[config.mk]
export PLATFORM = sky130hd
export DESIGN_NAME = itd_decoder
export DESIGN_NICKNAME = d
export VERILOG_FILES = /design/src/design/itd_pkg.sv /design/src/design/itd_input_filter.sv /design/src/design/itd_decoder.sv
export SDC_FILE = /design/constraint.sdc
export NUM_CORES = 1
export LEC_CHECK = 0
export ABC_AREA = 1
export BUFFER_PORTS_ARGS = -buffer_cell sky130_fd_sc_hd__buf_4
export CAP_MARGIN = 25
export CORE_MARGIN = 2
export CORE_UTILIZATION = 40
export CTS_BUF_LIST = sky130_fd_sc_hd__clkbuf_16
export CTS_CLUSTER_SIZE = 40
export DETAILED_ROUTE_END_ITERATION = 12
export HOLD_SLACK_MARGIN = 0.12
export PLACE_DENSITY = 0.6
export SYNTH_ARGS = -nofsm -noshare
export SYNTH_HDL_FRONTEND = slang
export SYNTH_SLANG_ARGS = --single-unit
[constraint.sdc]
create_clock -name sys_clk -period 6.9 [get_ports sys_clk]
set_clock_uncertainty 0.05 [all_clocks]
set_input_delay 1.38 -clock sys_clk [delete_from_list [all_inputs] [get_ports sys_clk]]
set_output_delay 1.38 -clock sys_clk [all_outputs]
set_load 0.05 [all_outputs]
[src/design/itd_pkg.sv]
// Constants shared by the terminal function decoder and its input filter.
// Assumes a single 100 MHz system clock and one active-high reset.
package itd_pkg;
  localparam int NUM_TERM = 7;
  localparam int FUNC_W   = 7;
  localparam int HIT_W    = 32;
  // Function codes
  localparam logic [6:0] FN_NONE      = 7'h00;
  localparam logic [6:0] FN_RUN_AHEAD = 7'h01;
  localparam logic [6:0] FN_RUN_BACK  = 7'h02;
  localparam logic [6:0] FN_THREE_W   = 7'h03;
  localparam logic [6:0] FN_JOG_AHEAD = 7'h04;
  localparam logic [6:0] FN_JOG_BACK  = 7'h05;
  localparam logic [6:0] FN_COAST     = 7'h06;
  localparam logic [6:0] FN_RESET     = 7'h07;
  localparam logic [6:0] FN_FAULT_NO  = 7'h08;
  localparam logic [6:0] FN_FAULT_NC  = 7'h09;
  localparam logic [6:0] FN_ESTOP     = 7'h0a;
  localparam logic [6:0] FN_RSVD      = 7'h0b;
  localparam logic [6:0] FN_UP        = 7'h0c;
  localparam logic [6:0] FN_DOWN      = 7'h0d;
  localparam logic [6:0] FN_UD_CLR    = 7'h0e;
  localparam logic [6:0] FN_STEP0     = 7'h0f;
  localparam logic [6:0] FN_STEP3     = 7'h12;
  localparam logic [6:0] FN_RAMP0     = 7'h13;
  localparam logic [6:0] FN_RAMP1     = 7'h14;
  localparam logic [6:0] FN_CHSEL0    = 7'h15;
  localparam logic [6:0] FN_CHSEL1    = 7'h16;
  localparam logic [6:0] FN_HOLD      = 7'h17;
  localparam logic [6:0] FN_INHIBIT   = 7'h18;
  localparam logic [6:0] FN_FORCE_PNL = 7'h19;
  localparam logic [6:0] FN_FORCE_TRM = 7'h1a;
  localparam logic [6:0] FN_FORCE_BUS = 7'h1b;
  localparam logic [6:0] FN_AUX_CLR   = 7'h1c;
  localparam logic [6:0] FN_SRC_B     = 7'h1d;
  localparam logic [6:0] FN_SRC_APB   = 7'h1e;
  localparam logic [6:0] FN_SRC_AMB   = 7'h1f;
  localparam logic [6:0] FN_MAX       = 7'h1f;
  // Run command channels
  localparam logic [1:0] CH_PANEL = 2'h0;
  localparam logic [1:0] CH_TERM  = 2'h1;
  localparam logic [1:0] CH_COMM  = 2'h2;
  // Terminal channel select codes
  localparam logic [1:0] CHSEL_KEEP = 2'h0;
  localparam logic [1:0] CHSEL_PNL  = 2'h1;
  localparam logic [1:0] CHSEL_TRM  = 2'h2;
  // Frequency given channel meaning terminal up/down
  localparam logic [3:0] FSRC_UPDOWN = 4'h2;
  // Highest auxiliary source code that is a digital setting
  localparam logic [3:0] AUX_DIG_MAX = 4'h2;
  // Frequency combination codes
  localparam logic [3:0] COMB_B   = 4'h6;
  localparam logic [3:0] COMB_APB = 4'h7;
  localparam logic [3:0] COMB_AMB = 4'h8;
  // Selected frequency source
  localparam logic [1:0] SRC_A   = 2'h0;
  localparam logic [1:0] SRC_B   = 2'h1;
  localparam logic [1:0] SRC_APB = 2'h2;
  localparam logic [1:0] SRC_AMB = 2'h3;
  // External fault display code
  localparam logic [7:0] FAULT_EXT = 8'h13;
  // Debounce sample count
  localparam logic [3:0] FILT_MIN = 4'h1;
  localparam logic [3:0] FILT_MAX = 4'ha;
  localparam logic [3:0] FILT_DEF = 4'h5;
endpackage

[src/design/itd_input_filter.sv]
// One terminal input: synchroniser, polarity and debounce.
// Assumes the pin is asynchronous and the sample count is a static setting.
`timescale 1ns/1ps
`default_nettype none
module itd_input_filter (
  // Clock and reset
  input  wire logic       sys_clk,
  input  wire logic       rst,
  // Terminal
  input  wire logic       pin_closed,
  input  wire logic       invert,
  input  wire logic [3:0] filt_len,
  // Result
  output logic            active
);
  import itd_pkg::*;

  logic       sync1;
  logic       sync2;
  logic [3:0] cnt;
  logic [3:0] len;
  logic       level;

  // Out-of-range settings fall back to the default count
  assign len   = (filt_len < FILT_MIN || filt_len > FILT_MAX) ? FILT_DEF : filt_len;
  assign level = sync2 ^ invert;

  always_ff @(posedge sys_clk or posedge rst) begin
    if (rst) begin
      sync1 <= 1'b0;
      sync2 <= 1'b0;
    end else begin
      sync1 <= pin_closed;
      sync2 <= sync1;
    end
  end

  // Level must differ for len consecutive samples before it is taken
  always_ff @(posedge sys_clk or posedge rst) begin
    if (rst) begin
      cnt    <= 4'h0;
      active <= 1'b0;
    end else if (level == active) begin
      cnt <= 4'h0;
    end else if (cnt + 4'h1 >= len) begin
      cnt    <= 4'h0;
      active <= level;
    end else begin
      cnt <= cnt + 4'h1;
    end
  end
endmodule
`default_nettype wire

[src/design/itd_decoder.sv]
// Multi-function input terminal decoder: filtered terminals to drive commands.
// Assumes external contacts on the pins and static configuration inputs.
`timescale 1ns/1ps
`default_nettype none
module itd_decoder (
  // Clock and reset
  input  wire logic                 sys_clk,
  input  wire logic                 rst,
  // Terminal pins, 1 = contact closed to common
  input  wire logic [6:0]           term_closed,
  // Terminal configuration
  input  wire logic [6:0]           term_func [itd_pkg::NUM_TERM],
  input  wire logic [6:0]           term_invert,
  input  wire logic [3:0]           filt_len,
  // Drive configuration and state
  input  wire logic [1:0]           run_cmd_source,
  input  wire logic [3:0]           freq_given_src,
  input  wire logic [3:0]           aux_freq_src,
  input  wire logic [3:0]           freq_combo,
  input  wire logic                 drive_running,
  // Run commands
  output logic                      forward_run,
  output logic                      reverse_run,
  output logic                      forward_jog,
  output logic                      reverse_jog,
  output logic                      three_wire_in,
  // Stop and fault
  output logic                      coast_stop_req,
  output logic                      estop_req,
  output logic                      start_inhibit,
  output logic                      fault_reset_pulse,
  output logic                      ext_fault_flag,
  output logic [7:0]                fault_code,
  // Frequency control
  output logic                      freq_up,
  output logic                      freq_down,
  output logic                      updown_clear,
  output logic                      freq_hold,
  output logic                      aux_clear,
  output logic [1:0]                freq_src_sel,
  output logic [3:0]                step_speed_index,
  output logic [1:0]                ramp_time_sel,
  // Command channel
  output logic [1:0]                run_channel,
  // Filtered terminal states
  output logic [6:0]                term_active
);
  import itd_pkg::*;

  logic [6:0]       filt;
  logic [HIT_W-1:0] hit;
  logic             nc_fault;
  logic             reset_prev;
  logic             fault_src;
  logic             term_ctl;
  logic [1:0]       next_channel;
  logic [1:0]       next_src;

  // One filter per terminal
  for (genvar t = 0; t < NUM_TERM; t++) begin : g_term
    itd_input_filter u_filt (
      .sys_clk    (sys_clk),
      .rst        (rst),
      .pin_closed (term_closed[t]),
      .invert     (term_invert[t]),
      .filt_len   (filt_len),
      .active     (filt[t])
    );
  end

  // Functions above the decoded range, code 0 and the reserved slot never hit
  always_comb begin
    hit      = '0;
    nc_fault = 1'b0;
    for (int t = 0; t < NUM_TERM; t++) begin
      if (term_func[t] <= FN_MAX && filt[t]) begin
        hit[term_func[t][4:0]] = 1'b1;
      end
      // Normally closed fault reports when its contact is not active
      if (term_func[t] == FN_FAULT_NC && !filt[t]) begin
        nc_fault = 1'b1;
      end
    end
    hit[FN_NONE[4:0]] = 1'b0;
    hit[FN_RSVD[4:0]] = 1'b0;
  end

  assign term_ctl  = (run_cmd_source == CH_TERM);
  assign fault_src = hit[FN_FAULT_NO[4:0]] || nc_fault;

  always_ff @(posedge sys_clk or posedge rst) begin
    if (rst) begin
      term_active <= 7'h00;
    end else begin
      term_active <= filt;
    end
  end

  // Run and jog commands
  always_ff @(posedge sys_clk or posedge rst) begin
    if (rst) begin
      forward_run   <= 1'b0;
      reverse_run   <= 1'b0;
      forward_jog   <= 1'b0;
      reverse_jog   <= 1'b0;
      three_wire_in <= 1'b0;
    end else begin
      forward_run   <= hit[FN_RUN_AHEAD[4:0]] && term_ctl;
      reverse_run   <= hit[FN_RUN_BACK[4:0]] && term_ctl;
      forward_jog   <= hit[FN_JOG_AHEAD[4:0]] && term_ctl;
      reverse_jog   <= hit[FN_JOG_BACK[4:0]] && term_ctl;
      three_wire_in <= hit[FN_THREE_W[4:0]];
    end
  end

  // Stop requests; hold keeps stops working since those are separate outputs
  always_ff @(posedge sys_clk or posedge rst) begin
    if (rst) begin
      coast_stop_req <= 1'b0;
      estop_req      <= 1'b0;
      start_inhibit  <= 1'b0;
      freq_hold      <= 1'b0;
    end else begin
      coast_stop_req <= hit[FN_COAST[4:0]]
                        || (hit[FN_INHIBIT[4:0]] && drive_running);
      estop_req      <= hit[FN_ESTOP[4:0]];
      start_inhibit  <= hit[FN_INHIBIT[4:0]];
      freq_hold      <= hit[FN_HOLD[4:0]];
    end
  end

  // Reset acts on the closing edge, so a held terminal resets only once
  always_ff @(posedge sys_clk or posedge rst) begin
    if (rst) begin
      reset_prev        <= 1'b0;
      fault_reset_pulse <= 1'b0;
    end else begin
      reset_prev        <= hit[FN_RESET[4:0]];
      fault_reset_pulse <= hit[FN_RESET[4:0]] && !reset_prev;
    end
  end

  // Sticky external fault; a live fault source beats the reset
  always_ff @(posedge sys_clk or posedge rst) begin
    if (rst) begin
      ext_fault_flag <= 1'b0;
      fault_code     <= 8'h00;
    end else if (fault_src) begin
      ext_fault_flag <= 1'b1;
      fault_code     <= FAULT_EXT;
    end else if (fault_reset_pulse) begin
      ext_fault_flag <= 1'b0;
      fault_code     <= 8'h00;
    end
  end

  // Frequency adjustment
  always_ff @(posedge sys_clk or posedge rst) begin
    if (rst) begin
      freq_up      <= 1'b0;
      freq_down    <= 1'b0;
      updown_clear <= 1'b0;
      aux_clear    <= 1'b0;
    end else begin
      freq_up      <= hit[FN_UP[4:0]] && freq_given_src == FSRC_UPDOWN;
      freq_down    <= hit[FN_DOWN[4:0]] && freq_given_src == FSRC_UPDOWN;
      updown_clear <= hit[FN_UD_CLR[4:0]];
      aux_clear    <= hit[FN_AUX_CLR[4:0]] && aux_freq_src <= AUX_DIG_MAX;
    end
  end

  // Step speed and ramp pair indexes
  always_ff @(posedge sys_clk or posedge rst) begin
    if (rst) begin
      step_speed_index <= 4'h0;
      ramp_time_sel    <= 2'h0;
    end else begin
      step_speed_index <= hit[FN_STEP3[4:0]:FN_STEP0[4:0]];
      ramp_time_sel    <= {hit[FN_RAMP1[4:0]], hit[FN_RAMP0[4:0]]};
    end
  end

  // Forcing outranks the select pair; panel beats terminal beats comms
  always_comb begin
    case ({hit[FN_CHSEL1[4:0]], hit[FN_CHSEL0[4:0]]})
      CHSEL_KEEP: next_channel = run_cmd_source;
      CHSEL_PNL:  next_channel = CH_PANEL;
      CHSEL_TRM:  next_channel = CH_TERM;
      default:    next_channel = CH_COMM;
    endcase
    if (hit[FN_FORCE_PNL[4:0]]) begin
      next_channel = CH_PANEL;
    end else if (hit[FN_FORCE_TRM[4:0]]) begin
      next_channel = CH_TERM;
    end else if (hit[FN_FORCE_BUS[4:0]]) begin
      next_channel = CH_COMM;
    end
  end

  // Source switches only when the combination setting matches
  always_comb begin
    next_src = SRC_A;
    case (freq_combo)
      COMB_B: begin
        if (hit[FN_SRC_B[4:0]]) next_src = SRC_B;
      end
      COMB_APB: begin
        if (hit[FN_SRC_APB[4:0]]) next_src = SRC_APB;
      end
      COMB_AMB: begin
        if (hit[FN_SRC_AMB[4:0]]) next_src = SRC_AMB;
      end
      default: next_src = SRC_A;
    endcase
  end

  // No stored prior channel: it is recomputed, so release restores it
  always_ff @(posedge sys_clk or posedge rst) begin
    if (rst) begin
      run_channel  <= CH_PANEL;
      freq_src_sel <= SRC_A;
    end else begin
      run_channel  <= next_channel;
      freq_src_sel <= next_src;
    end
  end
endmodule
`default_nettype wire

==> flow_summary.json <==
{
  "whs_ps": 297,
  "hp-class": "flop to flop",
  "rsz0062_at_grt": "false",
  "wl_per_cell_um": 19.6,
  "synth_compound_area_share_pct": 11.5,
  "placed_cell_area_um2": 6830,
  "path_buf_inv": 1,
  "cts_hold_buffers": 0,
  "syn2layout_area_growth_pct": 23.9,
  "numPortBuffers": 118,
  "cts_buffers": 9,
  "fillCellCount": 1369,
  "vias": 5882,
  "drt-total-wl_um": 20600,
  "clock_latency_ps": 350,
  "cp-end-kind": "flop",
  "netlist_area_um2": 5780,
  "startpoint_type": "primary input",
  "cp_max_fo": 7,
  "start_util_pct": 41.3,
  "synth_xor_area_share_pct": 4.24,
  "mostFrequentLayoutCells": "buf_4 (119), nand2_1 (113), inv_1 (86), dfrtp_1 (82), nor2_1 (79)",
  "grt_max_degree": 83,
  "clock.fmax_mhz": 314,
  "regArea_um2": 2050,
  "yosys-mux-area-fraction_pct": 0,
  "synth_area_per_cell_um2": 7.78,
  "num_antenna_cells": 0,
  "cpPeakStageDelay_ps": 510,
  "worstPathCellList": "buf_4, a21oi_1, or2_2, nand2_1, nor2_1, ha_1, o211ai_1, nand3_1, nor3_1",
  "arrival_ps": 3350,
  "synth_fa_ha_area_share_pct": 7.80,
  "drc": 0,
  "grt_overflow": 0,
  "yosysSeqAreaShare_pct": 35.5,
  "relSlewSlack_pct": 55.4,
  "status": "finished, final reports clean",
  "clk_path_buf_depth": 2,
  "ys_types": 43,
  "path_delay_family": "simple AND/OR/NAND/NOR gates",
  "reg2reg_slack_ps": 4640,
  "ir_worst_vdd_uv": 199,
  "power.total_mw": 2.00,
  "cp_slowest_cell": "nor2_1",
  "row_count": 43,
  "synth_flop_cell": "dfrtp_1",
  "root_buffer": "clkbuf_16",
  "viasPerCell": 5.59,
  "ys_ff_latch": 82,
  "grt_pass1_wl_um": 31800,
  "crit_required_ps": 7070,
  "setup_viol": 0,
  "multi_input_area_um2": 3280,
  "ff2ff_path_depth": 12,
  "synth-simple-area-share_pct": 32.9,
  "path_clk_slew_ps": 60,
  "layout_commonest_cell": "buf_4",
  "synth_top_family_by_area": "simple AND/OR/NAND/NOR gates",
  "stdcell_area_um2": 7160,
  "die_x_um": 124,
  "synthCells": 743,
  "boundaryPins": 124,
  "postRouteAntennaNets": 0,
  "drt_iter0_drc": 455,
  "timing.final.crit_share_pct": 46.1,
  "ys_warn_count": 0,
  "grt_pass1_vias": 5713,
  "htree_num_levels": 3,
  "maxCapViolCount": 0,
  "dp_hpwl_um": 16700,
  "cts_tree": "done",
  "cts_resized": 0,
  "final_hold_viol_count": 0,
  "die_h_um": 124,
  "synth_edf_count": 0,
  "power.leakage_nw": 3.48,
  "fin_setup_tns_ps": 0,
  "dr.pass1.iters": 8,
  "antenna_found_initial": 0,
  "track_usage_pct": 28.2,
  "period_needed_ps": 3180,
  "fp.coreArea_um2": 14000,
  "maxSlewViolCount": 0,
  "fp.dieArea_um2": 15400,
  "crit_type": "primary input to flop",
  "powerDensity_nw_per_um2": 279,
  "nNetsFinal": 987,
  "path_depth": 9,
  "async_reset_ff_share_pct": 100,
  "min_path_cells": 0,
  "layout-drive-gt1-share_pct": 22.1,
  "clock-sinks": 82,
  "tightest_slew_ps": 666,
  "post_cts_buffers": 0,
  "gp_congestion": 0.964
}
-- stage by stage --
| stage | setup slack (ps) | cells | util (%) |
|---|---|---|---|
| after CTS | 3780 | 1051 | 51.0 |
| after global routing | 3560 | 1052 | 51.2 |
| after floorplan | 3360 | 747 | - |
| after detailed placement | 3400 | 1035 | 48.8 |
| after global placement | 3520 | 1035 | 48.8 |
| final | 3720 | 1052 | 51.2 |
-- flip-flops by register name, indices dropped and copies added (netlist names), 2 cells and up --
| register | count |
|---|---|
| g_term.u_filt.cnt | 28 |
| g_term.u_filt.active | 7 |
| g_term.u_filt.sync1 | 7 |
| g_term.u_filt.sync2 | 7 |
| term_active | 7 |
| step_speed_index | 4 |
| freq_src_sel | 2 |
| ramp_time_sel | 2 |
| run_channel | 2 |
-- layer usage --
layer / GRT usage, % / routed length [um]
met5: 0 / 0
met2: 42.8 / 9090
met4: 9.13 / 500
met1: 38.8 / 8970
met3: 8.01 / 2010
-- cell usage after synthesis, types with 2 or more instances --
master,number,area (um2)
dfrtp_1,82,2050
ha_1,36,450
inv_2,15,56.3
a221oi_1,2,17.5
o22ai_1,24,150
nor3_1,46,230
o221ai_1,2,17.5
a21oi_1,28,140
nor2_1,79,297
o211ai_1,11,82.6
xor2_1,7,61.3
nor3_2,7,70.1
a22oi_1,10,75.1
nand3_2,4,40.0
o2111ai_1,6,52.6
nor3_4,3,48.8
nand2_1,113,424
inv_1,87,327
nand2_2,8,50.1
nand3_1,56,280
o21ai_0,9,45.0
buf_4,10,75.1
or2_2,2,12.5
nor2_2,9,56.3
nand4_2,2,25.0
nand4_1,23,144
xnor2_1,21,184
nor4_1,2,12.5
o21ai_1,3,15.0
nand3b_1,3,22.5
a31oi_1,3,18.8
nor2_4,5,56.3
nor3b_1,15,113
-- power by group --
group	switching [mW]	internal [mW]	total, mW
combinational	0.529	0.289	0.819
sequential	0.102	0.582	0.684
clock	0.213	0.283	0.496
total	0.845	1.15	2.00
-- area by class of cell --
| class | count | share of cell area (%) |
|---|---|---|
| clock inverters | 7 | 1.03 |
| repair buffers | 120 | 12.9 |
| multi-input cells | 552 | 45.8 |
| inverters | 102 | 5.37 |
| flip-flops and latches | 82 | 28.7 |
| clock buffers | 9 | 3.15 |
| well taps | 180 | 3.15 |
-- path summary, 6_finish.rpt --
kind,to,start
max in group asynchronous,freq_src_sel[1]$_DFF_PP0_,rst
hold / removal,g_term[6].u_filt.sync2$_DFF_PP0_,g_term[6].u_filt.sync1$_DFF_PP0_
setup / recovery,g_term[5].u_filt.cnt[2]$_DFF_PP0_,filt_len[1]
setup reg to reg,run_channel[1]$_DFF_PP0_,g_term[2].u_filt.active$_DFFE_PP0P_
min in group asynchronous,g_term[5].u_filt.sync2$_DFF_PP0_,rst
hold reg to reg,g_term[6].u_filt.sync2$_DFF_PP0_,g_term[6].u_filt.sync1$_DFF_PP0_
-- kinds of logic after synthesis --
logic type      count (synthesis)
compound gates                104
xor+xnor                       28
fa+ha+maj                      36
buf+inv                       113
flops                          82
other cells                     1
simple gates                  379
-- worst register-to-register path, stage by stage, from the launching register on --
cell and delay [ps]:
dfrtp_1 550, nand2_1 190, nor2_2 290, nand2_1 110, nand2_1 80, nor2_1 40
nand2_1 150, inv_1 70, ha_1 220, nand2_1 60, o21ai_0 70, nor3_1 200
nor2_1 70
No activity file was read; power rests on OpenSTA's default activity.
